**config.mk**
```make
export PLATFORM = sky130hd
export DESIGN_NAME = ersm_rx_sys_mux
export DESIGN_NICKNAME = d
export VERILOG_FILES = /design/src/verilog/ersm_pkg.sv /design/src/verilog/ersm_rx_sys_mux.sv
export VERILOG_INCLUDE_DIRS = /design/src /design/src/verilog
export SDC_FILE = /design/constraint.sdc
export NUM_CORES = 2
export LEC_CHECK = 0
export BUFFER_PORTS_ARGS = -buffer_cell sky130_fd_sc_hd__buf_2
export CAP_MARGIN = 10
export CORE_MARGIN = 5
export CORE_UTILIZATION = 60
export CTS_CLUSTER_SIZE = 28
export DETAILED_ROUTE_END_ITERATION = 7
export MAX_ROUTING_LAYER = met4
export PLACE_DENSITY = 0.86
export SETUP_SLACK_MARGIN = 0.02
export SYNTH_ARGS = -nofsm -noshare
export SYNTH_HDL_FRONTEND = slang
export SYNTH_SLANG_ARGS = --single-unit
```
**constraint.sdc**
```tcl
create_clock -name clk -period 37.1 [get_ports clk]
set_input_delay 1.855 -clock clk [delete_from_list [all_inputs] [get_ports clk]]
set_output_delay 1.855 -clock clk [all_outputs]
set_load 0.005 [all_outputs]
```
**src/verilog/ersm_regs.svh**
```systemverilog
`ifndef ERSM_REGS_SVH
`define ERSM_REGS_SVH

// Register byte offsets
`define ERSM_CFG_BASE       8'h00
`define ERSM_IDLE_BASE      8'h20
`define ERSM_CTRL_OFS       8'h40
`define ERSM_STATUS_OFS     8'h44

// Per-framer configuration fields
`define ERSM_CFG_SIGONES    2
`define ERSM_CFG_BUSEN      3
`define ERSM_CFG_BUSSEL     4
`define ERSM_CFG_CMS        8
`define ERSM_CFG_FE         9
`define ERSM_CFG_DE         10
`define ERSM_CFG_OEC        11
`define ERSM_CFG_FRAME_PULSE_INVERT      12
`define ERSM_CFG_FRAME_PULSE_MODE     13
`define ERSM_CFG_PCFG_LO    14
`define ERSM_CFG_PCFG_HI    15
`define ERSM_CFG_OFS_LO     16
`define ERSM_CFG_OFS_HI     22

// Global control fields
`define ERSM_CTRL_MUX       0
`define ERSM_CTRL_FRAC      1
`define ERSM_CTRL_FBIT      2

// Reset values
`define ERSM_CFG_RST        32'h0000_0000
`define ERSM_IDLE_RST       32'h0000_0000
`define ERSM_CTRL_RST       3'h0

// Timing
`define ERSM_CLK_HZ         64'd200000000
`define ERSM_MASTER_HZ      64'd2048000
`define ERSM_NCO_INC        32'((`ERSM_MASTER_HZ * 64'h1_0000_0000) / `ERSM_CLK_HZ)

// Forced gap positions of the F-bit variant
`define ERSM_FBIT_SLOT_A    5'h10
`define ERSM_FBIT_SLOT_B    5'h1a

`endif

```
**src/verilog/ersm_pkg.sv**
```systemverilog
package ersm_pkg;

	// Frame pulse output source
	typedef enum logic [1:0] {
		ERSM_PULSE_ZERO   = 2'b00,
		ERSM_PULSE_REPEAT = 2'b01,
		ERSM_PULSE_MARK   = 2'b10,
		ERSM_PULSE_RSVD   = 2'b11
	} ersm_pulse_sel_t;

	// Register kind found by the decoder
	typedef enum logic [2:0] {
		ERSM_REG_NONE   = 3'b000,
		ERSM_REG_CFG    = 3'b001,
		ERSM_REG_IDLE   = 3'b010,
		ERSM_REG_CTRL   = 3'b011,
		ERSM_REG_STATUS = 3'b100
	} ersm_reg_kind_t;

endpackage : ersm_pkg

```
**src/verilog/ersm_rx_sys_mux.sv**
```systemverilog
`timescale 1ns/10ps
`include "ersm_regs.svh"
// Summary of operation
// - Fractional master mode gaps a framer's clock in slots flagged idle.
// - Data under a gapped clock is meaningless; the system ignores it.
// - Bit 1 of every slot leaves first, rest follow in order.
// - F-bit variant gaps slot 16 and slot 26 bit 2 to frame end.
// - F-bit variant ignores idle flags of forced slots; others follow flags.
// - Multiplexed mode drives two buses, four framers interleaved per bus.
// - Each framer drives the bus its bus select bit picks.
// - Slot offset places framer bytes; software keeps offsets distinct.
// - Bus enable gates a framer onto its bus; sharers agree.
// - Frame edge bit samples pulse and pulse out; data edge updates data.
// - Differing edge bits put the pulse out one edge ahead of data.
// - Double rate with equal edges: update on first edge, ignore choice.
// - Double rate: choice bit picks data edge; pulse sampled on first.
// - Rate and edge-choice bits set in any framer count for all.
// - Frame pulse mode zero keeps the common frame pulse off the bit counter; repeat select still copies it to pulse out.
// - Two bits pick pulse out: zero, frame position, or repeat.
// - Frame position marks only basic frame start, with invert polarity.
// - Signaling output is slot aligned with the data output.
// - Out of signaling multiframe with force bit, ABCD are all ones.
// - Master mode clock runs at 2.048 MHz apart from gapping.
module ersm_rx_sys_mux
	import ersm_pkg::*;
#(
	parameter int FRAMERS = 8
) (
	input  wire logic                  clk,
	input  wire logic                  rst,
	input  wire logic                  psel,
	input  wire logic                  penable,
	input  wire logic                  pwrite,
	input  wire logic [7:0]            paddr,
	input  wire logic [31:0]           pwdata,
	output logic      [31:0]           prdata,
	output logic                       pready,
	output logic                       pslverr,
	input  wire logic                  common_bus_clock,
	input  wire logic                  common_frame_pulse,
	input  wire logic [FRAMERS*8-1:0]  framer_byte,
	input  wire logic [FRAMERS*4-1:0]  framer_sig,
	input  wire logic [FRAMERS-1:0]    sig_multiframe_lost,
	output logic      [FRAMERS*5-1:0]  framer_slot_idx,
	output logic      [FRAMERS-1:0]    framer_rx_out_clock,
	output logic      [FRAMERS-1:0]    framer_rx_data,
	output logic      [1:0]            muxed_data_out,
	output logic      [1:0]            muxed_signaling_out,
	output logic      [1:0]            muxed_frame_pulse_out
);

	// *************************************************************
	// Register file
	// *************************************************************

	logic [31:0] cfg  [FRAMERS];
	logic [31:0] idle [FRAMERS];
	logic [2:0]  ctrl;

	// Address decode shared by read and write paths
	function automatic ersm_reg_kind_t ersm_decode(input logic [7:0] a);
		ersm_reg_kind_t k;
		k = ERSM_REG_NONE;
		if (a[1:0] != 2'h0)
			k = ERSM_REG_NONE;
		else if (a >= `ERSM_CFG_BASE && a < `ERSM_CFG_BASE + 8'(FRAMERS * 4))
			k = ERSM_REG_CFG;
		else if (a >= `ERSM_IDLE_BASE && a < `ERSM_IDLE_BASE + 8'(FRAMERS * 4))
			k = ERSM_REG_IDLE;
		else if (a == `ERSM_CTRL_OFS)
			k = ERSM_REG_CTRL;
		else if (a == `ERSM_STATUS_OFS)
			k = ERSM_REG_STATUS;
		return k;
	endfunction : ersm_decode

	ersm_reg_kind_t kind;
	logic [2:0]     ridx;
	logic           access;
	logic           wr_take;
	logic [31:0]    rd_value;
	logic [9:0]     bus_cnt;
	logic [7:0]     m_cnt;
	logic           clk_lvl;
	logic           fp_lvl;

	assign kind    = ersm_decode(paddr);
	assign ridx    = paddr[4:2];
	assign access  = psel & penable;
	assign wr_take = access & pready & pwrite;

	// Read mux
	always_comb begin
		rd_value = 32'h0000_0000;
		case (kind)
			ERSM_REG_CFG:    rd_value = cfg[ridx];
			ERSM_REG_IDLE:   rd_value = idle[ridx];
			ERSM_REG_CTRL:   rd_value = {29'h0000_0000, ctrl};
			ERSM_REG_STATUS: rd_value = {12'h000, bus_cnt, m_cnt, clk_lvl, fp_lvl};
			default:         rd_value = 32'h0000_0000;
		endcase
	end

	// One wait state, answer in second access cycle
	always_ff @(posedge clk or posedge rst) begin
		if (rst) begin
			pready  <= 1'b0;
			prdata  <= 32'h0000_0000;
			pslverr <= 1'b0;
		end else begin
			pready  <= access & ~pready;
			prdata  <= (access & ~pready & ~pwrite) ? rd_value : 32'h0000_0000;
			pslverr <= access & ~pready & (kind == ERSM_REG_NONE);
		end
	end

	// Register writes at the completing edge
	always_ff @(posedge clk or posedge rst) begin
		if (rst) begin
			ctrl <= `ERSM_CTRL_RST;
			for (int i = 0; i < FRAMERS; i++) begin
				cfg[i]  <= `ERSM_CFG_RST;
				idle[i] <= `ERSM_IDLE_RST;
			end
		end else if (wr_take) begin
			case (kind)
				ERSM_REG_CFG:  cfg[ridx]  <= pwdata;
				ERSM_REG_IDLE: idle[ridx] <= pwdata;
				ERSM_REG_CTRL: ctrl       <= pwdata[2:0];
				default:       ctrl       <= ctrl;
			endcase
		end
	end

	// *************************************************************
	// Global settings
	// *************************************************************

	logic mux_mode;
	logic frac_mode;
	logic fbit_mode;
	logic cms_any;
	logic oec_any;
	logic fe_sel;
	logic de_sel;
	logic fp_inv;
	logic fp_mode;
	ersm_pulse_sel_t pulse_sel;

	assign mux_mode  = ctrl[`ERSM_CTRL_MUX];
	assign frac_mode = ctrl[`ERSM_CTRL_FRAC];
	assign fbit_mode = ctrl[`ERSM_CTRL_FBIT];
	// Shared bus timing follows framer 0; the others are expected to match
	assign fe_sel    = cfg[0][`ERSM_CFG_FE];
	assign de_sel    = cfg[0][`ERSM_CFG_DE];
	assign fp_inv    = cfg[0][`ERSM_CFG_FRAME_PULSE_INVERT];
	assign fp_mode   = cfg[0][`ERSM_CFG_FRAME_PULSE_MODE];
	assign pulse_sel = ersm_pulse_sel_t'(cfg[0][`ERSM_CFG_PCFG_HI:`ERSM_CFG_PCFG_LO]);

	// Rate and edge choice are OR-ed across all framers
	always_comb begin
		cms_any = 1'b0;
		oec_any = 1'b0;
		for (int i = 0; i < FRAMERS; i++) begin
			cms_any = cms_any | cfg[i][`ERSM_CFG_CMS];
			oec_any = oec_any | cfg[i][`ERSM_CFG_OEC];
		end
	end

	// *************************************************************
	// Pin synchronisers
	// *************************************************************

	logic [2:0] ck_s;
	logic [2:0] fp_s;
	logic       ck_rise;
	logic       ck_fall;

	// Three stages; a change counts when stages two and three agree
	always_ff @(posedge clk or posedge rst) begin
		if (rst) begin
			ck_s    <= 3'h0;
			fp_s    <= 3'h0;
			clk_lvl <= 1'b0;
			fp_lvl  <= 1'b0;
		end else begin
			ck_s <= {ck_s[1:0], common_bus_clock};
			fp_s <= {fp_s[1:0], common_frame_pulse};
			if (ck_s[1] == ck_s[2])
				clk_lvl <= ck_s[2];
			if (fp_s[1] == fp_s[2])
				fp_lvl <= fp_s[2];
		end
	end

	assign ck_rise = (ck_s[1] == ck_s[2]) & ck_s[2] & ~clk_lvl;
	assign ck_fall = (ck_s[1] == ck_s[2]) & ~ck_s[2] & clk_lvl;

	// *************************************************************
	// Multiplexed bus timing
	// *************************************************************

	logic       fe_edge;
	logic       de_edge;
	logic       ph;
	logic       bit_start;
	logic       pulse_hit;
	logic [9:0] nb;
	logic       data_upd;
	logic       same_edge;

	assign fe_edge   = fe_sel ? ck_fall : ck_rise;
	assign de_edge   = de_sel ? ck_fall : ck_rise;
	assign same_edge = (fe_sel == de_sel);
	// At double rate only the first frame edge opens a bit
	assign bit_start = mux_mode & fe_edge & (~cms_any | ~ph);
	assign pulse_hit = fp_mode & (fp_lvl ^ fp_inv);
	assign nb        = pulse_hit ? 10'h000 : bus_cnt + 10'h001;

	// Data update edge selection
	always_comb begin
		if (!mux_mode)
			data_upd = 1'b0;
		else if (same_edge)
			data_upd = bit_start;
		else if (cms_any)
			data_upd = de_edge & (~ph == oec_any);
		else
			data_upd = de_edge;
	end

	// Bit counter and double-rate phase
	always_ff @(posedge clk or posedge rst) begin
		if (rst) begin
			bus_cnt <= 10'h3ff;
			ph      <= 1'b0;
		end else begin
			if (mux_mode && fe_edge)
				ph <= cms_any ? ~ph : 1'b0;
			if (bit_start)
				bus_cnt <= nb;
		end
	end

	// *************************************************************
	// Per-framer byte selection
	// *************************************************************

	logic [1:0] bus_d;
	logic [1:0] bus_s;
	logic [FRAMERS-1:0] drv;
	logic [FRAMERS-1:0] bit_d;
	logic [FRAMERS-1:0] bit_s;
	logic [FRAMERS*5-1:0] next_slot_idx;
	logic [2:0] kbit;
	logic [7:0] m_next;

	assign kbit   = nb[2:0];
	assign m_next = m_cnt + 8'h01; // Master bit about to be sent

	for (genvar g = 0; g < FRAMERS; g++) begin : g_framer
		logic [6:0] rel;
		logic [7:0] byt;
		logic [3:0] sig;
		assign rel = nb[9:3] - cfg[g][`ERSM_CFG_OFS_HI:`ERSM_CFG_OFS_LO];
		assign byt = framer_byte[g*8 +: 8];
		assign sig = framer_sig[g*4 +: 4];
		assign drv[g] = cfg[g][`ERSM_CFG_BUSEN] & (rel[1:0] == 2'h0);
		// Bit 1 is the byte's most significant bit
		assign bit_d[g] = byt[3'h7 - kbit];
		// ABCD in bits 5 to 8, filler zero in bits 1 to 4
		assign bit_s[g] = ~kbit[2] ? 1'b0 :
			(cfg[g][`ERSM_CFG_SIGONES] & sig_multiframe_lost[g]) ? 1'b1 :
			sig[2'h3 - kbit[1:0]];
		// Slot looked up ahead, for the bit about to be sent
		assign next_slot_idx[g*5 +: 5] = mux_mode ? rel[6:2] : m_next[7:3];
	end

	// Bus merge by select bit
	always_comb begin
		bus_d = 2'h0;
		bus_s = 2'h0;
		for (int i = 0; i < FRAMERS; i++) begin
			if (drv[i]) begin
				bus_d[cfg[i][`ERSM_CFG_BUSSEL]] = bus_d[cfg[i][`ERSM_CFG_BUSSEL]] | bit_d[i];
				bus_s[cfg[i][`ERSM_CFG_BUSSEL]] = bus_s[cfg[i][`ERSM_CFG_BUSSEL]] | bit_s[i];
			end
		end
	end

	// *************************************************************
	// Multiplexed outputs
	// *************************************************************

	logic [1:0] hold_d;
	logic [1:0] hold_s;
	logic       fp_next;

	// Frame pulse source
	always_comb begin
		case (pulse_sel)
			ERSM_PULSE_ZERO:   fp_next = 1'b0;
			ERSM_PULSE_REPEAT: fp_next = fp_lvl;
			ERSM_PULSE_MARK:   fp_next = (nb == 10'h000) ^ fp_inv;
			default:           fp_next = 1'b0;
		endcase
	end

	// Pulse at the frame edge, data held until its own edge
	always_ff @(posedge clk or posedge rst) begin
		if (rst) begin
			hold_d                <= 2'h0;
			hold_s                <= 2'h0;
			muxed_data_out        <= 2'h0;
			muxed_signaling_out   <= 2'h0;
			muxed_frame_pulse_out <= 2'h0;
		end else begin
			if (bit_start) begin
				hold_d                <= bus_d;
				hold_s                <= bus_s;
				muxed_frame_pulse_out <= {fp_next, fp_next};
			end
			if (data_upd) begin
				muxed_data_out      <= (same_edge & bit_start) ? bus_d : hold_d;
				muxed_signaling_out <= (same_edge & bit_start) ? bus_s : hold_s;
			end
		end
	end

	// *************************************************************
	// Clock master outputs
	// *************************************************************

	logic [31:0] nco;
	logic        nco_msb_q;
	logic        m_fall;
	logic        forced_gap;

	assign m_fall = nco_msb_q & ~nco[31];

	// Slot 16 whole, slot 26 from bit 2 to frame end
	assign forced_gap = fbit_mode & ((m_cnt[7:3] == `ERSM_FBIT_SLOT_A) |
		(m_cnt[7:3] == `ERSM_FBIT_SLOT_B && m_cnt[2:0] != 3'h0) |
		(m_cnt[7:3] > `ERSM_FBIT_SLOT_B));

	// 2.048 MHz phase accumulator and bit counter
	always_ff @(posedge clk or posedge rst) begin
		if (rst) begin
			nco       <= 32'h0000_0000;
			nco_msb_q <= 1'b0;
			m_cnt     <= 8'hff;
		end else begin
			nco       <= nco + `ERSM_NCO_INC;
			nco_msb_q <= nco[31];
			if (m_fall)
				m_cnt <= m_cnt + 8'h01;
		end
	end

	// Data changes on the falling half, clock gated per slot
	for (genvar g = 0; g < FRAMERS; g++) begin : g_master
		logic       gap;
		logic [2:0] nbit;
		// Data under a gap is still shifted but carries no meaning
		assign gap  = frac_mode & (forced_gap | idle[g][m_cnt[7:3]]);
		assign nbit = 3'(m_cnt[2:0] + 3'h1);
		always_ff @(posedge clk or posedge rst) begin
			if (rst) begin
				framer_rx_out_clock[g] <= 1'b0;
				framer_rx_data[g]      <= 1'b0;
			end else begin
				framer_rx_out_clock[g] <= ~mux_mode & nco[31] & ~gap;
				if (m_fall)
					framer_rx_data[g] <= ~mux_mode & framer_byte[g*8 + 7 - nbit];
			end
		end
	end

	// Slot index toward the framer cores
	always_ff @(posedge clk or posedge rst) begin
		if (rst)
			framer_slot_idx <= '0;
		else
			framer_slot_idx <= next_slot_idx;
	end

endmodule : ersm_rx_sys_mux

```
==> impl_metrics.csv <==
group,metric,value,unit
run_status,status,"complete, but fails checks",
clocking,clk_pin_slew_worst_paths,0.06,ns
job,drv_cap,0,
routing,vias_per_cell,6.968,
routing,drt_iter0_markers,3372,
pwr,p_sw,0.0003585,W
clocking,cts.repair.resized,0,
timing,fmaxAchievable,0.1694,GHz
timing,setup_viol_count_final,0,
synth,yosys_warnings,0,
timing,final_max_slew_viol_count,0,
synth,synthSimpleGateAreaFrac,6.172,%
floorplanning,ios,247,
setup_path,crit_fanout,141,
grt,grt_pass1_wl,159500,um
synth,synthMuxAreaShare,23.48,%
routing,wl_per_cell,28.33,um
clocking,clkLatencyLatePin,0.63,ns
floorplanning,die_w,246.3,um
setup_path,start_kind,"input port",
floorplanning,start_util,60.71,%
clocking,clkSinkCount,674,
pwr,p_int,0.001171,W
pwr,seqPwrFrac,48.4,%
timing,worstMarginPinSlew,1.273,ns
timing,relSlewSlack,15.15,%
worst_hold_path,hp-class,"reg2reg",
routing,final_antenna_net_count,0,
setup_path,crit_arrival,6.46,ns
pwr,ir_drop,0.00003326,V
synth,synthXorXnorAreaFrac,2.535,%
timing,finalCriticalPeriod,5.904,ns
setup_path,cp.required,37.66,ns
timing,layout_setup_ws,31.20,ns
clocking,ctsHoldBuffers,0,
grt,grt_overflow,0,
place,hpwl,69440,um
timing,worst_hold_slack,0.3597,ns
final_layout,fin_util,68.04,%
setup_path,endpoint_kind,"asynchronous set/reset pin",
routing,dr.pass1.iters,8,
clocking,cts_tree,"done",
clocking,htreeDepth,3,
setup_path,criticalPathCategory,"in2async",
floorplanning,rows,86,
grt,antenna_found_initial,11,
place,gp_congestion,0.9780,
synth,synth_top_family_by_area,"multiplexers",
clocking,cts_made_buffers,69,
place,place.port_buffers,246,
synth,synthArstFlopShare,100.0,%
floorplanning,die_area,60680,um^2
floorplanning,fp.coreArea,55200,um^2
grt,grt_use_total,35.12,%
clocking,post_cts_buffers,0,
timing,rsz0062_at_grt,"no",
floorplanning,fp.dieH,246.3,um
timing,hold_viol,0,
synth,ys_ff_latch,674,
timing,final.setup.tns,0,ns
routing,drc,9,
final_layout,drive_gt1_share,34.25,%
clocking,clk_path_buf_depth,3,
synth,ys_dominant_reg_cell,"dfrtp_1",
run_status,violations,"DRC",
pwr,p_leak,18.04,nW
synth,synth_cells,2757,
routing,vias,25880,
synth,synthAdderAreaFrac,2.121,%
clocking,cts-root-buf,"clkbuf_16",
pwr,pwr-share-clk,46.4,%
pwr,combPwrFrac,5.2,%
synth,syn_area,33510,um^2
synth,synth_edf_count,0,
grt,grt_max_degree,142,
grt,grt_pass1_vias,26550,
pwr,power,0.001530,W
final_layout,syn_to_final_growth,12.08,%
pwr,swShare,23.44,%
synth,syn_area_per_cell,12.15,um^2
timing,period_share,15.91,%
routing,wl,105200,um
pwr,power.density,40.73,nW/um^2
synth,ys_types,73,
synth,synth-compound-area-share,11.60,%
timing,fin_skew,0.02490,ns
synth,yosysSeqAreaShare,50.40,%
place,dp_slack,30.40,ns
final_layout,layout.nets,3109,
synth,syn_nets,2964,
==> cells in the mapped netlist, drive strengths merged (5+ instances only) <==
library cell / instances / area share (%)
a211oi: 7 / 0.16
a21o: 36 / 0.81
a21oi: 105 / 1.6
a221oi: 7 / 0.18
a31oi: 11 / 0.21
and3: 10 / 0.19
buf: 80 / 1.1
clkbuf: 140 / 1.6
dfrtp: 656 / 49
dfstp: 18 / 1.4
ha: 56 / 2.1
inv: 95 / 1.1
mux2: 475 / 16
mux2i: 47 / 1.4
mux4: 91 / 6.1
nand2: 147 / 1.7
nand2b: 15 / 0.28
nand3: 40 / 0.60
nand3b: 7 / 0.16
nand4: 12 / 0.24
nor2: 54 / 0.64
nor3: 19 / 0.30
nor4: 34 / 0.65
o211ai: 9 / 0.20
o21a: 5 / 0.11
o21ai: 91 / 1.4
o21bai: 16 / 0.36
o221ai: 66 / 1.7
o22a: 11 / 0.29
o22ai: 200 / 3.7
or3: 11 / 0.21
or4: 30 / 0.67
xnor2: 63 / 1.6
xor2: 34 / 0.89
==> per-layer routing <==
metal	vias to the layer above	track usage, %	routed length (um)
li1	10610	-	-
met5	-	-	0
met1	12830	44.15	37780
met2	1959	53.55	48200
met3	481	8.407	12330
met4	0	18.40	6908
==> power by group through the flow <==
stage	Clock [W]	Combinational (W)	Sequential, W
2_1_floorplan	0	0.0000444	0.000754
3_3_place_gp	0	0.0000742	0.000754
3_5_place_dp	0	0.0000769	0.000754
4_1_cts	0.000712	0.0000777	0.000741
5_1_grt	0.000741	0.0000846	0.000741
6_report	0.000709	0.0000795	0.000741
==> final cells by class <==
| cell class | count | area, um^2 |
|---|---|---|
| fillers | 3779 | 17640 |
| flip-flops and latches | 674 | 16890 |
| multi-input cells | 1768 | 15460 |
| clock buffers | 99 | 2022 |
| repair buffers | 294 | 1592 |
| well taps | 748 | 935.9 |
| inverters | 95 | 364.1 |
| clock inverters | 25 | 266.5 |
| diodes | 11 | 27.53 |
==> per-stage QoR <==
stage	instance area, um^2	cells
after floorplan	33510	2757
after CTS	37530	3703
after global placement	35240	3579
after detailed placement	35240	3579
after global routing	37560	3713
final	37560	3714
==> critical path: stages <==
cell and delay (ns):
buf_2 0.13, inv_8 0.63, buf_4 0.88, buf_4 0.89
buf_4 0.86, buf_4 0.97
==> state kept, by name (all words and copies together), names as in the netlist, 2 cells and up <==
signal and cells:
prdata 32, ck_s 3, nco 32, fp_s 3, cfg 256, idle 256
muxed_data_out 2, framer_slot_idx 40, hold_s 2, bus_cnt 10, muxed_signaling_out 2, ctrl 3
framer_rx_out_clock 8, m_cnt 8, hold_d 2, framer_rx_data 8
==> cells in the final DEF, fill, tap and decap left out, drive strengths merged, types with 12 or more instances in the layout <==
cell,count
a21o,36
o221ai,66
inv,100
clkinv,14
nor3,19
nor4,34
nor2,54
mux2i,47
o21bai,16
o21ai,91
ha,56
nand2b,15
nand3,40
clkbuf,99
xnor2,63
mux2,475
dfrtp,656
mux4,91
buf,294
or4,30
xor2,34
a21oi,105
nand4,12
nand2,147
dfstp,18
o22ai,200
==> path summary, 6_finish.rpt <==
check | slack, ns | start | end | depth (start not counted)
max | 31.20 | rst | cfg[2]$_DFFE_PP0P_ | 6
min | 0.36 | fp_s[0]$_DFF_PP0_ | fp_s[1]$_DFF_PP0_ | 0
max reg2reg | 33.07 | bus_cnt[0]$_DFFE_PP1P_ | framer_slot_idx[29]$_DFF_PP0_ | 10
min reg2reg | 0.36 | fp_s[0]$_DFF_PP0_ | fp_s[1]$_DFF_PP0_ | 0
max in group clk | 32.27 | paddr[1] | cfg[99]$_DFFE_PP0P_ | 8
min in group asynchronous | 1.44 | rst | framer_slot_idx[23]$_DFF_PP0_ | 2
==> logic make-up after synthesis <==
family / count (synthesis)
simple gates: 404
buf+inv: 315
compound gates: 597
flops: 674
fa+ha+maj: 57
mux: 613
xor+xnor: 97
No activity file was read; power rests on OpenSTA's default activity.
